===== src/hw/fpe_pkg.sv =====
// Package of constants, types and helpers for the flash program and erase control
//
// Overview of operation
// Programming only clears bits; new data is ANDed with the stored byte.
// Erase sets every byte of one whole 1024-byte page to 0xFF.
// Busy flag stays one while any write or erase runs.
// Fetches needing the flash array stall until the operation ends.
// Interrupts arising while stalled on flash stay deferred until completion.
// Redirect bit one sends external-move writes to flash, else to data RAM.
// Redirect bit is cleared only by software, never by hardware.
// External-move reads always go to external data RAM.
// Code-read instruction reads flash contents for constants and data.
// Bank select picks the upper bank shown at 0x08000 to 0x0FFFF.
// Targets above 0x07FFF follow bank select; lower ones hit bank zero.
// Small variant software keeps bank select at binary 01.
// Software avoids writing the reserved page starting at 0x1FC00.
// Hardware times each erase (12 ms) and byte write (50 us) itself.
// Scratchpad enable maps 0x00-0xFF code reads and writes to scratchpad sectors.
// Instruction fetches from the scratchpad are refused.
// Scratch sectors erase singly; erase at 0x0400 clears both.
// Erase needs unlock, redirect and erase-enable set plus a write in the page.
// Software follows the recommended erase sequence with interrupts off.
// Software keeps interrupts off while the redirect bit is set.
// Writes with unlock clear start no flash operation.
// Busy flag clears in the cycle the timed operation completes.
package fpe_pkg;
    localparam int CLK_HZ = 50_000_000;
    localparam int WRITE_TIME_US = 50;
    localparam int ERASE_TIME_MS = 12;
    localparam int WRITE_CYCLES = WRITE_TIME_US * (CLK_HZ / 1_000_000);
    localparam int ERASE_CYCLES = ERASE_TIME_MS * (CLK_HZ / 1_000);
    localparam int TIMER_W = 20;

    localparam logic [3:0] OFS_STORE_CTRL = 4'h0;
    localparam logic [3:0] OFS_BANK_SEL = 4'h4;
    localparam logic [3:0] OFS_SCALE = 4'h8;
    localparam logic [3:0] OFS_STATUS = 4'hC;

    localparam int BIT_REDIRECT = 0;
    localparam int BIT_ERASE_EN = 1;
    localparam int BIT_SCRATCH = 2;
    localparam int BIT_UNLOCK = 0;
    localparam int BIT_BUSY = 0;
    localparam int BANK_LSB = 4;

    localparam logic [2:0] CTRL_RESET = 3'h0;
    localparam logic [1:0] BANK_RESET = 2'h1;
    localparam logic UNLOCK_RESET = 1'b0;

    localparam logic [15:0] UPPER_BASE = 16'h8000;
    localparam logic [15:0] SCRATCH_TOP = 16'h00FF;
    localparam logic [15:0] SCRATCH_BOTH = 16'h0400;
    localparam int PAGE_BITS = 10;
    localparam int SPAGE_BITS = 7;
    localparam logic [7:0] ERASED_BYTE = 8'hFF;

    localparam logic [1:0] RESP_OKAY = 2'h0;
    localparam logic [1:0] RESP_SLVERR = 2'h2;

    typedef struct packed {
        logic scratch;
        logic [16:0] addr;
    } fpe_phys_s;

    typedef enum {S_IDLE, S_READ, S_PROG, S_ERASE} fpe_state_e;

    // Logical 16-bit address to array address under bank and scratch settings
    function automatic fpe_phys_s fpe_map(input logic [15:0] a, input logic [1:0] bank,
                                          input logic scratchpad_access_enable);
        fpe_phys_s p;
        p.scratch = scratchpad_access_enable && (a <= SCRATCH_TOP);
        if (p.scratch) begin
            p.addr = {9'h000, a[7:0]};
        end else if (a >= UPPER_BASE) begin
            p.addr = {bank, a[14:0]};
        end else begin
            p.addr = {2'h0, a[14:0]};
        end
        return p;
    endfunction : fpe_map
endpackage : fpe_pkg


===== src/hw/fpe_timer.sv =====
// Down-counter that times one flash operation and pulses done at its end
`timescale 1ns/10ps
`default_nettype none
module fpe_timer #(
    parameter int CW = 20
) (
    input wire logic clk,
    input wire logic srst,
    input wire logic start,
    input wire logic [CW-1:0] cycles,
    output logic done
);
    logic [CW-1:0] cnt_reg;
    logic run_reg;

    assign done = run_reg && (cnt_reg == CW'(1));

    always_ff @(posedge clk) begin
        if (srst) begin
            cnt_reg <= '0;
            run_reg <= 1'b0;
        end else if (start) begin
            cnt_reg <= cycles;
            run_reg <= 1'b1;
        end else if (done) begin
            run_reg <= 1'b0;
        end else if (run_reg) begin
            cnt_reg <= cnt_reg - CW'(1);
        end
    end
endmodule : fpe_timer
`default_nettype wire


===== src/hw/fpe_ctrl.sv =====
// Flash program and erase sequencer with register file and core access ports
`timescale 1ns/10ps
`default_nettype none
module fpe_ctrl
    import fpe_pkg::*;
#(
    parameter int ERASE_CNT = fpe_pkg::ERASE_CYCLES,
    parameter int WRITE_CNT = fpe_pkg::WRITE_CYCLES
) (
    input wire logic clk,
    input wire logic srst,
    // AXI4-Lite register slave
    input wire logic [3:0] s_awaddr,
    input wire logic s_awvalid,
    output logic s_awready,
    input wire logic [31:0] s_wdata,
    input wire logic [3:0] s_wstrb,
    input wire logic s_wvalid,
    output logic s_wready,
    output logic [1:0] s_bresp,
    output logic s_bvalid,
    input wire logic s_bready,
    input wire logic [3:0] s_araddr,
    input wire logic s_arvalid,
    output logic s_arready,
    output logic [31:0] s_rdata,
    output logic [1:0] s_rresp,
    output logic s_rvalid,
    input wire logic s_rready,
    // External-move port from the core
    input wire logic xm_req,
    input wire logic xm_we,
    input wire logic [15:0] xm_addr,
    input wire logic [7:0] xm_wdata,
    output logic xm_stall,
    output logic external_data_ram_req,
    output logic external_data_ram_we,
    output logic [15:0] external_data_ram_addr,
    output logic [7:0] external_data_ram_wdata,
    // Code-read and fetch port from the core
    input wire logic rd_req,
    input wire logic rd_fetch,
    input wire logic [15:0] rd_addr,
    output logic rd_stall,
    output logic rd_fault,
    output logic rd_valid,
    output logic [7:0] rd_rdata,
    output logic irq_defer,
    output logic flash_busy_flag,
    // Flash array macro
    output logic fl_rd_en,
    output fpe_pkg::fpe_phys_s fl_addr,
    input wire logic [7:0] fl_rdata,
    output logic fl_prog,
    output logic fl_erase,
    output logic fl_erase_both,
    output logic [7:0] fl_wdata
);
    import fpe_pkg::*;

    logic [2:0] ctrl_reg;
    logic [1:0] bank_reg;
    logic unlock_reg;
    fpe_state_e state_reg;
    fpe_phys_s op_addr_reg;
    logic op_both_reg;
    logic [7:0] op_data_reg;
    logic [7:0] old_reg;
    logic prog_first_reg;
    logic [7:0] old_byte;
    logic rd_valid_reg;
    logic external_data_ram_req_reg;
    logic external_data_ram_we_reg;
    logic [15:0] external_data_ram_addr_reg;
    logic [7:0] external_data_ram_wdata_reg;
    logic aw_held_reg;
    logic w_held_reg;
    logic [3:0] aw_addr_reg;
    logic [31:0] w_data_reg;
    logic [3:0] w_strb_reg;
    logic bvalid_reg;
    logic [1:0] bresp_reg;
    logic rvalid_reg;
    logic [31:0] rdata_reg;
    logic [1:0] rresp_reg;
    logic redirect;
    logic erase_en;
    logic scratchpad_access_enable;
    logic busy;
    logic wr_fire;
    logic start_prog;
    logic start_erase;
    logic tmr_start;
    logic tmr_done;
    logic [TIMER_W-1:0] tmr_cycles;
    logic rd_go;
    logic xm_idle_go;
    fpe_phys_s xm_phys;
    fpe_phys_s rd_phys;

    assign redirect = ctrl_reg[BIT_REDIRECT];
    assign erase_en = ctrl_reg[BIT_ERASE_EN];
    assign scratchpad_access_enable = ctrl_reg[BIT_SCRATCH];
    assign busy = (state_reg != S_IDLE);
    assign flash_busy_flag = busy;

    // Register bus: write side
    assign s_awready = !aw_held_reg && !bvalid_reg;
    assign s_wready = !w_held_reg && !bvalid_reg;
    assign s_bvalid = bvalid_reg;
    assign s_bresp = bresp_reg;
    assign wr_fire = aw_held_reg && w_held_reg && !bvalid_reg;

    always_ff @(posedge clk) begin
        if (srst) begin
            aw_held_reg <= 1'b0;
            w_held_reg <= 1'b0;
            aw_addr_reg <= '0;
            w_data_reg <= '0;
            w_strb_reg <= '0;
            bvalid_reg <= 1'b0;
            bresp_reg <= RESP_OKAY;
        end else begin
            if (s_awvalid && s_awready) begin
                aw_held_reg <= 1'b1;
                aw_addr_reg <= s_awaddr;
            end
            if (s_wvalid && s_wready) begin
                w_held_reg <= 1'b1;
                w_data_reg <= s_wdata;
                w_strb_reg <= s_wstrb;
            end
            if (wr_fire) begin
                aw_held_reg <= 1'b0;
                w_held_reg <= 1'b0;
                bvalid_reg <= 1'b1;
                bresp_reg <= (aw_addr_reg == OFS_STORE_CTRL || aw_addr_reg == OFS_BANK_SEL ||
                              aw_addr_reg == OFS_SCALE || aw_addr_reg == OFS_STATUS)
                             ? RESP_OKAY : RESP_SLVERR;
            end else if (bvalid_reg && s_bready) begin
                bvalid_reg <= 1'b0;
            end
        end
    end

    // Control bits change only by software writes
    always_ff @(posedge clk) begin
        if (srst) begin
            ctrl_reg <= CTRL_RESET;
            bank_reg <= BANK_RESET;
            unlock_reg <= UNLOCK_RESET;
        end else if (wr_fire && w_strb_reg[0]) begin
            unique case (aw_addr_reg)
                OFS_STORE_CTRL: ctrl_reg <= w_data_reg[2:0];
                OFS_BANK_SEL: bank_reg <= w_data_reg[BANK_LSB +: 2];
                OFS_SCALE: unlock_reg <= w_data_reg[BIT_UNLOCK];
                default: ;
            endcase
        end
    end

    // Register bus: read side
    assign s_arready = !rvalid_reg;
    assign s_rvalid = rvalid_reg;
    assign s_rdata = rdata_reg;
    assign s_rresp = rresp_reg;

    always_ff @(posedge clk) begin
        if (srst) begin
            rvalid_reg <= 1'b0;
            rdata_reg <= '0;
            rresp_reg <= RESP_OKAY;
        end else if (s_arvalid && s_arready) begin
            rvalid_reg <= 1'b1;
            rresp_reg <= RESP_OKAY;
            rdata_reg <= '0;
            unique case (s_araddr)
                OFS_STORE_CTRL: rdata_reg <= {29'h0, ctrl_reg};
                OFS_BANK_SEL: rdata_reg <= {26'h0, bank_reg, 4'h0};
                OFS_SCALE: rdata_reg <= {31'h0, unlock_reg};
                OFS_STATUS: rdata_reg <= {31'h0, busy};
                default: rresp_reg <= RESP_SLVERR;
            endcase
        end else if (rvalid_reg && s_rready) begin
            rvalid_reg <= 1'b0;
        end
    end

    // External-move routing
    assign xm_stall = busy;
    assign xm_idle_go = xm_req && !busy;
    assign xm_phys = fpe_map(xm_addr, bank_reg, scratchpad_access_enable);
    assign start_prog = xm_idle_go && xm_we && redirect && unlock_reg && !erase_en;
    assign start_erase = xm_idle_go && xm_we && redirect && unlock_reg && erase_en;

    always_ff @(posedge clk) begin
        if (srst) begin
            external_data_ram_req_reg <= 1'b0;
            external_data_ram_we_reg <= 1'b0;
            external_data_ram_addr_reg <= '0;
            external_data_ram_wdata_reg <= '0;
        end else begin
            external_data_ram_req_reg <= xm_idle_go && !(xm_we && redirect);
            external_data_ram_we_reg <= xm_idle_go && xm_we && !redirect;
            if (xm_idle_go) begin
                external_data_ram_addr_reg <= xm_addr;
                external_data_ram_wdata_reg <= xm_wdata;
            end
        end
    end

    assign external_data_ram_req = external_data_ram_req_reg;
    assign external_data_ram_we = external_data_ram_we_reg;
    assign external_data_ram_addr = external_data_ram_addr_reg;
    assign external_data_ram_wdata = external_data_ram_wdata_reg;

    // Operation sequencer
    always_ff @(posedge clk) begin
        if (srst) begin
            state_reg <= S_IDLE;
            op_addr_reg <= '0;
            op_both_reg <= 1'b0;
            op_data_reg <= '0;
            old_reg <= ERASED_BYTE;
            prog_first_reg <= 1'b0;
        end else begin
            unique case (state_reg)
                S_IDLE: begin
                    if (start_prog) begin
                        state_reg <= S_READ;
                        op_addr_reg <= xm_phys;
                        op_data_reg <= xm_wdata;
                    end else if (start_erase) begin
                        state_reg <= S_ERASE;
                        op_both_reg <= scratchpad_access_enable && (xm_addr == SCRATCH_BOTH);
                        op_addr_reg <= xm_phys;
                        if (scratchpad_access_enable && (xm_addr == SCRATCH_BOTH)) begin
                            op_addr_reg <= '{scratch: 1'b1, addr: '0};
                        end
                    end
                end
                S_READ: begin
                    state_reg <= S_PROG;
                end
                S_PROG: begin
                    if (tmr_done) begin
                        state_reg <= S_IDLE;
                    end
                end
                S_ERASE: begin
                    if (tmr_done) begin
                        state_reg <= S_IDLE;
                        op_both_reg <= 1'b0;
                    end
                end
            endcase
            // Array data lands one cycle after the read strobe
            prog_first_reg <= (state_reg == S_READ);
            if (prog_first_reg) begin
                old_reg <= fl_rdata;
            end
        end
    end

    assign tmr_start = (state_reg == S_READ) || start_erase;
    assign tmr_cycles = start_erase ? TIMER_W'(ERASE_CNT) : TIMER_W'(WRITE_CNT);

    fpe_timer #(.CW(TIMER_W)) i_fpe_timer (
        .clk(clk),
        .srst(srst),
        .start(tmr_start),
        .cycles(tmr_cycles),
        .done(tmr_done)
    );

    // Array drive
    assign rd_phys = fpe_map(rd_addr, bank_reg, scratchpad_access_enable);
    assign rd_fault = rd_req && rd_fetch && rd_phys.scratch;
    assign rd_stall = rd_req && busy;
    assign irq_defer = rd_stall;
    assign rd_go = rd_req && !busy && !rd_fault;
    assign fl_prog = (state_reg == S_PROG);
    assign fl_erase = (state_reg == S_ERASE);
    assign fl_erase_both = fl_erase && op_both_reg;
    // First program cycle uses the byte still on the array bus
    assign old_byte = prog_first_reg ? fl_rdata : old_reg;
    assign fl_wdata = op_data_reg & old_byte;

    always_comb begin
        fl_rd_en = rd_go || (state_reg == S_READ);
        fl_addr = rd_phys;
        if (busy) begin
            fl_addr = op_addr_reg;
        end
        if (state_reg == S_ERASE) begin
            if (op_addr_reg.scratch) begin
                fl_addr.addr[SPAGE_BITS-1:0] = '0;
            end else begin
                fl_addr.addr[PAGE_BITS-1:0] = '0;
            end
        end
    end

    always_ff @(posedge clk) begin
        if (srst) begin
            rd_valid_reg <= 1'b0;
        end else begin
            rd_valid_reg <= rd_go;
        end
    end

    assign rd_valid = rd_valid_reg;
    assign rd_rdata = fl_rdata;

    // Checks
    property p_busy_op;
        @(posedge clk) disable iff (srst) (fl_prog || fl_erase) |-> flash_busy_flag;
    endproperty
    a_busy_op: assert property (p_busy_op) else $error("op without busy");

    property p_prog_clears;
        @(posedge clk) disable iff (srst)
            (fl_prog && prog_first_reg) |-> ((fl_wdata & ~fl_rdata) == 8'h00);
    endproperty
    a_prog_clears: assert property (p_prog_clears) else $error("program sets a bit");

    property p_page_align;
        @(posedge clk) disable iff (srst)
            (fl_erase && !fl_addr.scratch) |-> (fl_addr.addr[9:0] == 10'h000);
    endproperty
    a_page_align: assert property (p_page_align) else $error("erase not page aligned");

    property p_fetch_stall;
        @(posedge clk) disable iff (srst)
            (rd_req && busy) |-> (rd_stall && !rd_valid_reg ##1 !rd_valid);
    endproperty
    a_fetch_stall: assert property (p_fetch_stall) else $error("fetch not stalled");

    property p_redirect_write;
        @(posedge clk) disable iff (srst)
            (xm_req && xm_we && !busy && redirect) |=> !external_data_ram_we && !external_data_ram_req;
    endproperty
    a_redirect_write: assert property (p_redirect_write) else $error("write reached RAM");

    property p_redirect_holds;
        @(posedge clk) disable iff (srst)
            (redirect && !(wr_fire && aw_addr_reg == OFS_STORE_CTRL)) |=> redirect;
    endproperty
    a_redirect_holds: assert property (p_redirect_holds) else $error("redirect dropped");

    property p_read_ram;
        @(posedge clk) disable iff (srst) (xm_req && !xm_we && !busy) |=> external_data_ram_req && !external_data_ram_we;
    endproperty
    a_read_ram: assert property (p_read_ram) else $error("read not to RAM");

    property p_locked;
        @(posedge clk) disable iff (srst)
            (!busy && !unlock_reg) |=> (state_reg == S_IDLE);
    endproperty
    a_locked: assert property (p_locked) else $error("op while locked");

    property p_bank_steer;
        @(posedge clk) disable iff (srst)
            (start_prog && xm_addr[15] && !scratchpad_access_enable) |=> (op_addr_reg.addr[16:15] == $past(bank_reg));
    endproperty
    a_bank_steer: assert property (p_bank_steer) else $error("bank not steered");

    property p_no_scratch_exec;
        @(posedge clk) disable iff (srst) (rd_req && rd_fetch && rd_phys.scratch) |-> !rd_go;
    endproperty
    a_no_scratch_exec: assert property (p_no_scratch_exec) else $error("scratch exec");

    property p_both;
        @(posedge clk) disable iff (srst)
            (start_erase && scratchpad_access_enable && xm_addr == SCRATCH_BOTH) |=> fl_erase_both [*2];
    endproperty
    a_both: assert property (p_both) else $error("both sectors not erased");
endmodule : fpe_ctrl
`default_nettype wire


===== config.mk =====
export PLATFORM = sky130hd
export DESIGN_NAME = fpe_ctrl
export DESIGN_NICKNAME = d
export VERILOG_FILES = /design/src/hw/fpe_pkg.sv /design/src/hw/fpe_timer.sv /design/src/hw/fpe_ctrl.sv
export SDC_FILE = /design/constraint.sdc
export NUM_CORES = 1
export LEC_CHECK = 0
export BUFFER_PORTS_ARGS = -buffer_cell sky130_fd_sc_hd__buf_2
export CORE_MARGIN = 2
export CORE_UTILIZATION = 32
export DETAILED_ROUTE_END_ITERATION = 10
export PLACE_DENSITY = 0.62
export SLEW_MARGIN = 20
export SYNTH_ARGS = -nofsm -noshare
export SYNTH_HDL_FRONTEND = slang
export SYNTH_SLANG_ARGS = --single-unit

===== constraint.sdc =====
create_clock -name clk -period 2.8 [get_ports clk]
set_input_delay 0.28 -clock clk [delete_from_list [all_inputs] [get_ports clk]]
set_output_delay 0.28 -clock clk [all_outputs]
set_load 0.1 [all_outputs]

Word-level counts from Yosys, hierarchy flattened
Cells that the tools add are included.

Bits in read-only memories: 0. Register bits: 173. Input bits: 103. Memories kept: 0. RAM bits: 0. Latch bits: 0. Output and inout bits: 111.

Bitwise gates (word level): 1. $add $sub $neg: 1. Multiply operators: 0. Multiplexer cells: 31. Order comparisons: 4. Shift operators: 0. Reductions and logical operators: 64. Divide/modulo/power cells: 0. Eq/ne operators: 20.

Operator list (count): 32-bit by 2-bit equality test with 1-bit output (second input constant) (3); 32-bit two-way mux (3); 32-bit one-hot mux with 3 select lines (1); 20-bit two-way mux (4); 18-bit two-way mux (4); 17-bit two-way mux (4); 32-bit by 3-bit equality test with 1-bit output (second input constant) (2); 32-bit by 1-bit equality test with 1-bit output (second input constant) (1); 16-bit >= comparator (second input constant) (2); 16-bit by 8-bit less-or-equal comparator with 1-bit output (second input constant) (2); 32-bit logical NOT (1); 32-bit nonzero test (1); 1-bit logical AND (29); 6-bit one-hot mux with 4 select lines (1); 20-bit by 1-bit equality test with 1-bit output (second input constant) (1); 20-bit by 1-bit subtractor with 20-bit output (second input constant) (1); 16-bit by 11-bit equality test with 1-bit output (second input constant) (1); 4-bit equality test (second input constant) (4); 2-bit AND reduction (7); 2-bit nonzero test (6); 10-bit two-way mux (1); 1-bit logical NOT (9); 8-bit bitwise AND (1); 4-bit by 3-bit equality test with 1-bit output (second input constant) (2); other kinds (13) (30).

Longest topological paths before layout
Gate-level depths: netlist (run 1).

Depth in word-level cells: 10. Gate-level depth with buffers: 7.

Cells and area by module
A second synthesis (run 1) with hierarchy kept.

Cell total of the unflattened synthesis: 698. Area total of the unflattened synthesis: 5476.5 µm².

Modules (own cells, without submodules): fpe_ctrl (instances 1, sequential area each 1841.8 µm², area each 4093.9 µm², cells each 522); fpe_timer (instances 1, sequential area each 420.4 µm², area each 1382.6 µm², cells each 176).

Worst setup path before layout (run 1)
Ideal clock, no wire load.

Kind: register to output. Start point: register state_reg[1]. End point: output port fl_addr[17] (netlist name). Required time: 2520 ps. Stages on the path, launching flop included: 5. Data arrival time: 3645 ps. Path slack: -1125 ps. Cell sequence: dfxtp_1 > nor2_1 > inv_1 > clkbuf_1 > o21ai_0.

RTL lines: start: declaration (line fpe_ctrl.sv:64) `fpe_state_e state_reg;`; start signal: assignment (line fpe_ctrl.sv:220) `state_reg <= S_IDLE;`; start signal: assignment (line fpe_ctrl.sv:230) `state_reg <= S_READ;`; start signal: assignment (line fpe_ctrl.sv:234) `state_reg <= S_ERASE;`; end: declaration (line fpe_ctrl.sv:52) `output fpe_pkg::fpe_phys_s fl_addr,`.

Final worst setup path (run 1)
Start point: register state_reg[1]. End point: output port fl_rd_en.

Longest elaborated chain between the ends: 5.

Ends and longest elaborated chain: 32-bit nonzero test (line fpe_ctrl.sv:104) `assign busy = (state_reg != S_IDLE);`; 1-bit logical NOT (line fpe_ctrl.sv:281) `assign rd_go = rd_req && !busy && !rd_fault;`; 1-bit logical AND (2 in a row) (line fpe_ctrl.sv:281); 1-bit logical OR (*) (line fpe_ctrl.sv:290) `fl_rd_en = rd_go || (state_reg == S_READ);`; end: declaration (line fpe_ctrl.sv:51) `output logic fl_rd_en,`.

Mark *: on every way between the ends. The rest lies on a longest branch, timed or not.

==> results_dict.tcl, run 1 <==
set metrics [dict create \
    pin_count 214 \
    hold_path_class "input pin to register" \
    synth.cells.most_frequent "nand2_1 (125), dfxtp_1 (113), a21oi_1 (62)" \
    critical-path-slowest-cell "buf_2" \
    synthCells 632 \
    grt_pass1_wl_um 21100 \
    max_slew.worst_pin.slew_ns 0.869 \
    run_status "finished, final reports clean" \
    critPathCaptureType "output pin" \
    achievable-frequency_ghz 0.421 \
    area_growth_syn_to_layout_pct 29.8 \
    critical_path_maximum_fanout 15 \
    post_cts_hold_buffer_count 0 \
    globalRouteTotalUtil 0.161 \
    power_leakage_nw 2.94 \
    antenna_found_initial 0 \
    yosys.area.top_type_share 0.442 \
    final_period_minus_worst_setup_slack_ns 2.37 \
    timing.critical_path.depth 5 \
    placementRows 46 \
    yosys.area.top_type "dfxtp_1" \
    place_hpwl_um 10200 \
    clock_path_buffers 2 \
    regToRegEndpoint "op_data_reg[6]$_SDFFE_PP0P_" \
    cts.sinks 113 \
    cts.root.buffer_cell "clkbuf_16" \
    timing.critical_path.from "state_reg[1]$_SDFFE_PP0P_" \
    antenna_cells 0 \
    postSynth.asyncResetShare 0 \
    fp.coreArea_mm2 0.0158 \
    grt_pass1_vias 4046 \
    timing_hold_violations_final 0 \
    synth_flop_cell "dfxtp_1" \
    finalSetupViolations 0 \
    worst_path_largest_cell_delay_ns 0.43 \
    timing_worst_setup_path_type "register to output pin" \
    synth_sequential_area_ratio 0.442 \
    initial_core_util 0.325 \
    gr-max-usage-layer "met2" \
    yosysWarnings 0 \
    global_route.overflow_total 0 \
    dominant_cells_by_area_after_synthesis "dfxtp_1 (44%), nand2_1 (9.2%), a21oi_1 (6.1%)" \
    synth_seq_cells 113 \
    placement.io_buffers 154 \
    post_cts.resized_instances 0 \
    most_common_cell_in_the_netlist "nand2_1" \
    reg2regPathDepth 6 \
    finClkSkew_ns 0.00717 \
    cts.repair_timing.setup_buffer_count 0 \
    path_clk_slew_ns 0.05 \
    drtAntennaViolNets 0 \
    fp.dieArea_mm2 0.0170 \
    grt_max_degree 57 \
    synth_cell_type_count 50 \
    cts_tree "yes" \
    relSlewSlack 0.419 \
    crit_family "buffers and inverters" \
    crit_arrival_ns 2.09 \
    critical_path_buffers_and_inverters 2 \
    number_of_buffers_created_by_cts 17 \
    detail_route.wl_per_cell_um 14.1 \
    setup.reg_to_reg.worst_slack_ns 0.53 \
    fin_hold_ws_ns 0.0580 \
    global_route.usage.met1 0.204 \
    power.density_mw_per_mm2 727 \
    worstPathRequired_ns 2.52 \
    drc 0 \
    critical_path.startpoint_type "register" \
    starting_drc_count_in_detailed_routing 261 \
    insertion_delay_ns 0.41 \
    grt_setup_unrepaired "false" \
    via_cell_ratio 4.69 \
    wirelength_um 14200 \
    largest_register_ff_count 20 \
    grt_use_met3 0.0436 \
    r2r-start "state_reg[1]$_SDFFE_PP0P_" \
    average_cell_area_after_synthesis_um2 8.10 \
    floorplan.die.width_um 131 \
    routability_congestion_estimate_from_global_placement 0.856 \
    cell_area_after_synthesis_mm2 0.00512 \
    vias 4709 \
    drtPass1Iterations 4 \
    share_of_cells_above_drive_strength_1 0.274 \
    cts_htree_levels 4 \
    final_max_slew_viol_count 0 \
    crit_chain "nor2_2, buf_4, nand3_1, nand2_1, buf_2" \
    maxCapViolations 0 \
    global_route.usage.met2 0.259 \
    final.period_utilization 0.848 \
    synth_edf_count 0 \
    place.detailed.instances 972 \
    die_height_um 131 \
    cp-endpoint "fl_rd_en" \
    fillerInstances 1647 \
    post_layout_nonfiller_instances 1004 \
    design.final.nets 880 \
    vdd_drop_max_mv 0.400 \
]
## how the worst min path moves through the flow
stage | start | endpoint | slack, ns | cells past startpoint
floorplan | s_rready | s_rvalid$_SDFFE_PP0P_ | 0.38 | 1
global placement | s_rdata[0]$_SDFFE_PP0P_ | s_rdata[0]$_SDFFE_PP0P_ | 0.44 | 2
detailed placement | s_rdata[0]$_SDFFE_PP0P_ | s_rdata[0]$_SDFFE_PP0P_ | 0.44 | 2
CTS | s_rready | s_rvalid$_SDFFE_PP0P_ | 0.04 | 2
global route | s_rready | s_rvalid$_SDFFE_PP0P_ | 0.05 | 2
finish | s_rready | s_rvalid$_SDFFE_PP0P_ | 0.06 | 2
## cell type report
type | instances | area (µm²) | area share
Sequential cell | 113 | 2260 | 0.340
Inverter | 10 | 37.5 | 0.00565
Clock inverter | 9 | 150 | 0.0226
Multi-Input combinational cell | 467 | 2540 | 0.382
Tap cell | 216 | 270 | 0.0407
Timing Repair Buffer | 166 | 878 | 0.132
Clock buffer | 23 | 508 | 0.0764
## power by group
part	internal (mW)	switching (mW)
combinational	0.120	0.669
clock	1.63	0.744
sequential	1.65	0.0220
total	3.40	1.44
## per-layer routing
metal	vias to the layer above	wire, µm
met4	0	245
met2	148	6670
met1	2158	6400
li1	2381	-
met5	-	0
met3	22	878
## kinds of logic after synthesis
logic type                 synth area share
buffers and inverters                0.0875
adders and majority gates           0.00489
and+or+nand+nor                       0.254
AOI/OAI and AO/OA                     0.139
DFF                                   0.442
xor gates and xnor gates             0.0274
other                              0.000732
muxes                                0.0450
## worst register-to-register path: stages, from the launching register on
cell and delay [ns]:
dfxtp_1 0.36, nor2_2 0.31, inv_1 0.20, or2_2 0.55, nor2_1 0.54, nand2_1 0.12, a21oi_1 0.13
## stage by stage
stage	setup TNS, ns	total power [mW]	setup slack (ns)	utilization	area [µm²]
after floorplan	-0.365	2.39	-0.365	-	5250
after global placement	0	2.49	0.610	0.380	5990
after detailed placement	0	2.49	0.533	0.380	5990
after CTS	0	4.88	0.386	0.421	6650
after global routing	0	4.98	0.301	0.421	6650
final	0	4.83	0.425	0.421	6650
## layout by cell type (no fill, tap or decap), types with 3 or more instances in the layout
cell,synthesis,layout
buf_2,1,152
nand2_1,125,125
dfxtp_1,113,113
a21oi_1,62,61
nor2_1,59,55
conb_1,1,29
mux2i_1,23,23
o21ai_0,19,18
clkbuf_16,0,17
buf_4,39,13
nand2b_1,12,12
nand3_1,11,11
nor2b_1,11,11
nor3_1,13,11
or3_1,11,11
inv_1,10,10
xnor2_1,9,9
a22o_1,8,8
nor4_1,8,8
xor2_1,7,7
a31oi_1,7,7
clkbuf_8,0,6
or4_1,5,5
nand4_1,5,5
nor2_2,0,4
a211oi_1,4,4
bufinv_16,0,4
nor3_2,1,3
and2_1,3,3
clkinv_2,0,3
No activity file was read; power rests on OpenSTA's default activity.
==> run 2, diff against run 1 <==
==> constraint.sdc (replaced) <==
create_clock -name clk -period 2.3 [get_ports clk]
set_input_delay 0.23 -clock clk [delete_from_list [all_inputs] [get_ports clk]]
set_output_delay 0.23 -clock clk [all_outputs]
set_load 0.1 [all_outputs]
==> run 2 against run 1 <==
  * Core utilization increased by 1.5 points
  * Combinational power increased by 27%
  * Clock skew about the same
  * Cell count increased by 0.80%
  * Sequential power increased by 22%
  * Sequential share of layout area decreased by 1.2 points
  * Count of clock-buffer cells in the layout decreased by 1
  * Largest cell class unchanged
  * Sequential cell count unchanged
  * Non-clock buffer count increased by 8
  * Register-to-register slack got worse by 0.40 ns
==> results_dict.tcl, run 2 (same netlist as run 1, synthesis figures left out) <==
set metrics [dict create \
    grt_pass1_vias 4034 \
    cts_tree "yes" \
    drtAntennaViolNets 0 \
    finalSetupViolations 0 \
    placement.cell_area_mm2 0.00628 \
    insertion_delay_ns 0.42 \
    starting_drc_count_in_detailed_routing 287 \
    hold_path_class "input pin to register" \
    vias 4676 \
    post_cts_hold_buffer_count 1 \
    final_max_slew_viol_count 0 \
    relSlewSlack 0.602 \
    finClkSkew_ns 0.00729 \
    placement.io_buffers 154 \
    route.top_layer_used "met4" \
    timing_hold_violations_final 0 \
    crit_arrival_ns 2.47 \
    grt_pass1_wl_um 21100 \
    maxCapViolations 0 \
    initial_core_util 0.325 \
    timing_worst_setup_path_type "register to register" \
    globalRouteTotalUtil 0.161 \
    global_route.overflow_total 0 \
    critical_path.startpoint_type "register" \
    pin_count 214 \
    cts.root.buffer_cell "clkbuf_16" \
    share_of_cells_above_drive_strength_1 0.290 \
    most-common-layout-cells "buf_2 (142), nand2_1 (125), dfxtp_1 (112), a21oi_1 (61), nor2_1 (54)" \
    clock_path_buffers 2 \
    post-route-cell-area_mm2 0.00689 \
    drc 0 \
    achievable-frequency_ghz 0.461 \
    cts.repair_timing.setup_buffer_count 0 \
    mostFrequentLayoutCell "buf_2" \
    wl_met2_um 6370 \
    fp.dieArea_mm2 0.0170 \
    design.final.nets 888 \
    die_height_um 131 \
    post_cts.resized_instances 0 \
    critical_path_maximum_fanout 5 \
    grt_max_degree 50 \
    wirelength_um 14100 \
    grt_setup_unrepaired "false" \
    number_of_buffers_created_by_cts 17 \
    placementRows 46 \
    power_leakage_nw 3.01 \
    floorplan.die.width_um 131 \
    antenna_found_initial 1 \
    max_slew.worst_pin.slew_ns 0.592 \
    final_period_minus_worst_setup_slack_ns 2.17 \
    routed_length_on_met3_um 794 \
    cts_htree_levels 4 \
    cts.sinks 113 \
    detail_route.wl_per_cell_um 14.0 \
    critPathCaptureType "register" \
    antenna_cells 0 \
    worstPathRequired_ns 2.60 \
    wl_met1_um 6720 \
    routability_congestion_estimate_from_global_placement 0.820 \
    largest_register_ff_count 20 \
    fp.coreArea_mm2 0.0158 \
    fillerInstances 1584 \
    drtPass1Iterations 5 \
    place_hpwl_um 10500 \
    fin_total_pwr_mw 5.69 \
    run_status "finished, final reports clean" \
    power.density_mw_per_mm2 826 \
    path_clk_slew_ns 0.06 \
    final.period_utilization 0.943 \
    vdd_drop_max_mv 0.638 \
    area_growth_syn_to_layout_pct 34.5 \
    via_cell_ratio 4.62 \
]
==> run 2: cell types whose count changed in the layout (fill, tap and decap cells not counted), moves of 2 or more <==
| cell | delta |
|---|---|
| buf_12 | +12 |
| buf_2 | -10 |
| nor2b_1 | -8 |
| nor2b_2 | +8 |
| buf_4 | +5 |
| clkbuf_8 | -4 |
| clkbuf_1 | +3 |
| nor2_4 | +3 |
| nor2_2 | -2 |
| nor3_2 | -2 |
| nor3_4 | +2 |
==> run 2: worst paths after layout <==
path / start / endpoint / slack (ns) / depth (start not counted)
worst min-delay path: xm_we / external_data_ram_req$_SDFF_PP0_ / 0.03 / 2
worst min register to register: external_data_ram_addr[13]$_SDFFE_PP0N_ / external_data_ram_addr[13]$_SDFFE_PP0N_ / 0.45 / 2
worst max register to register: i_fpe_timer.cnt_reg[12]$_SDFFE_PP0P_ / i_fpe_timer.cnt_reg[5]$_SDFFE_PP0P_ / 0.13 / 5
worst max-delay path: i_fpe_timer.cnt_reg[12]$_SDFFE_PP0P_ / i_fpe_timer.cnt_reg[5]$_SDFFE_PP0P_ / 0.13 / 5
==> run 2: cell type report <==
cell class / instances / area (µm²) / share of cell area
Clock buffer: 22 / 464 / 0.0674
Clock inverter: 10 / 134 / 0.0194
Inverter: 10 / 37.5 / 0.00545
Multi-Input combinational cell: 467 / 2600 / 0.378
Sequential cell: 113 / 2260 / 0.329
Tap cell: 216 / 270 / 0.0392
Timing Repair Buffer: 174 / 1120 / 0.162
==> run 2: stage by stage <==
step / instances / setup WS (ns) / hold slack (ns) / setup TNS [ns] / utilization
global placement: 979 / 0.147 / 0.414 / 0 / 0.398
finish: 1012 / 0.132 / 0.0281 / 0 / 0.437
floorplan: 660 / -0.0468 / 0.322 / -0.0468 / -
CTS: 1012 / 0.137 / 0.0209 / 0 / 0.437
global route: 1012 / 0.0158 / 0.0303 / 0 / 0.437
detailed placement: 979 / 0.151 / 0.418 / 0 / 0.398
==> run 2: critical path, cell delays in order, from the launching register on <==
cell and delay [ns]:
dfxtp_1 0.34, or4_1 0.63, or4_1 0.60, o2111ai_1 0.25
xor2_1 0.17, nor2_1 0.05
==> run 2: report_power, final <==
group	switching, mW	leakage [nW]	total [mW]	internal (mW)
clock	0.904	0.290	2.65	1.75
combinational	0.821	1.80	0.999	0.179
sequential	0.0275	0.919	2.04	2.01
==> run 2: metal layers <==
layer  vias to the layer above  GRT usage
met3                        12     0.0444
met4                         0     0.0651
met1                      2135      0.218
met2                       141      0.244
met5                         -          0
li1                       2388          -
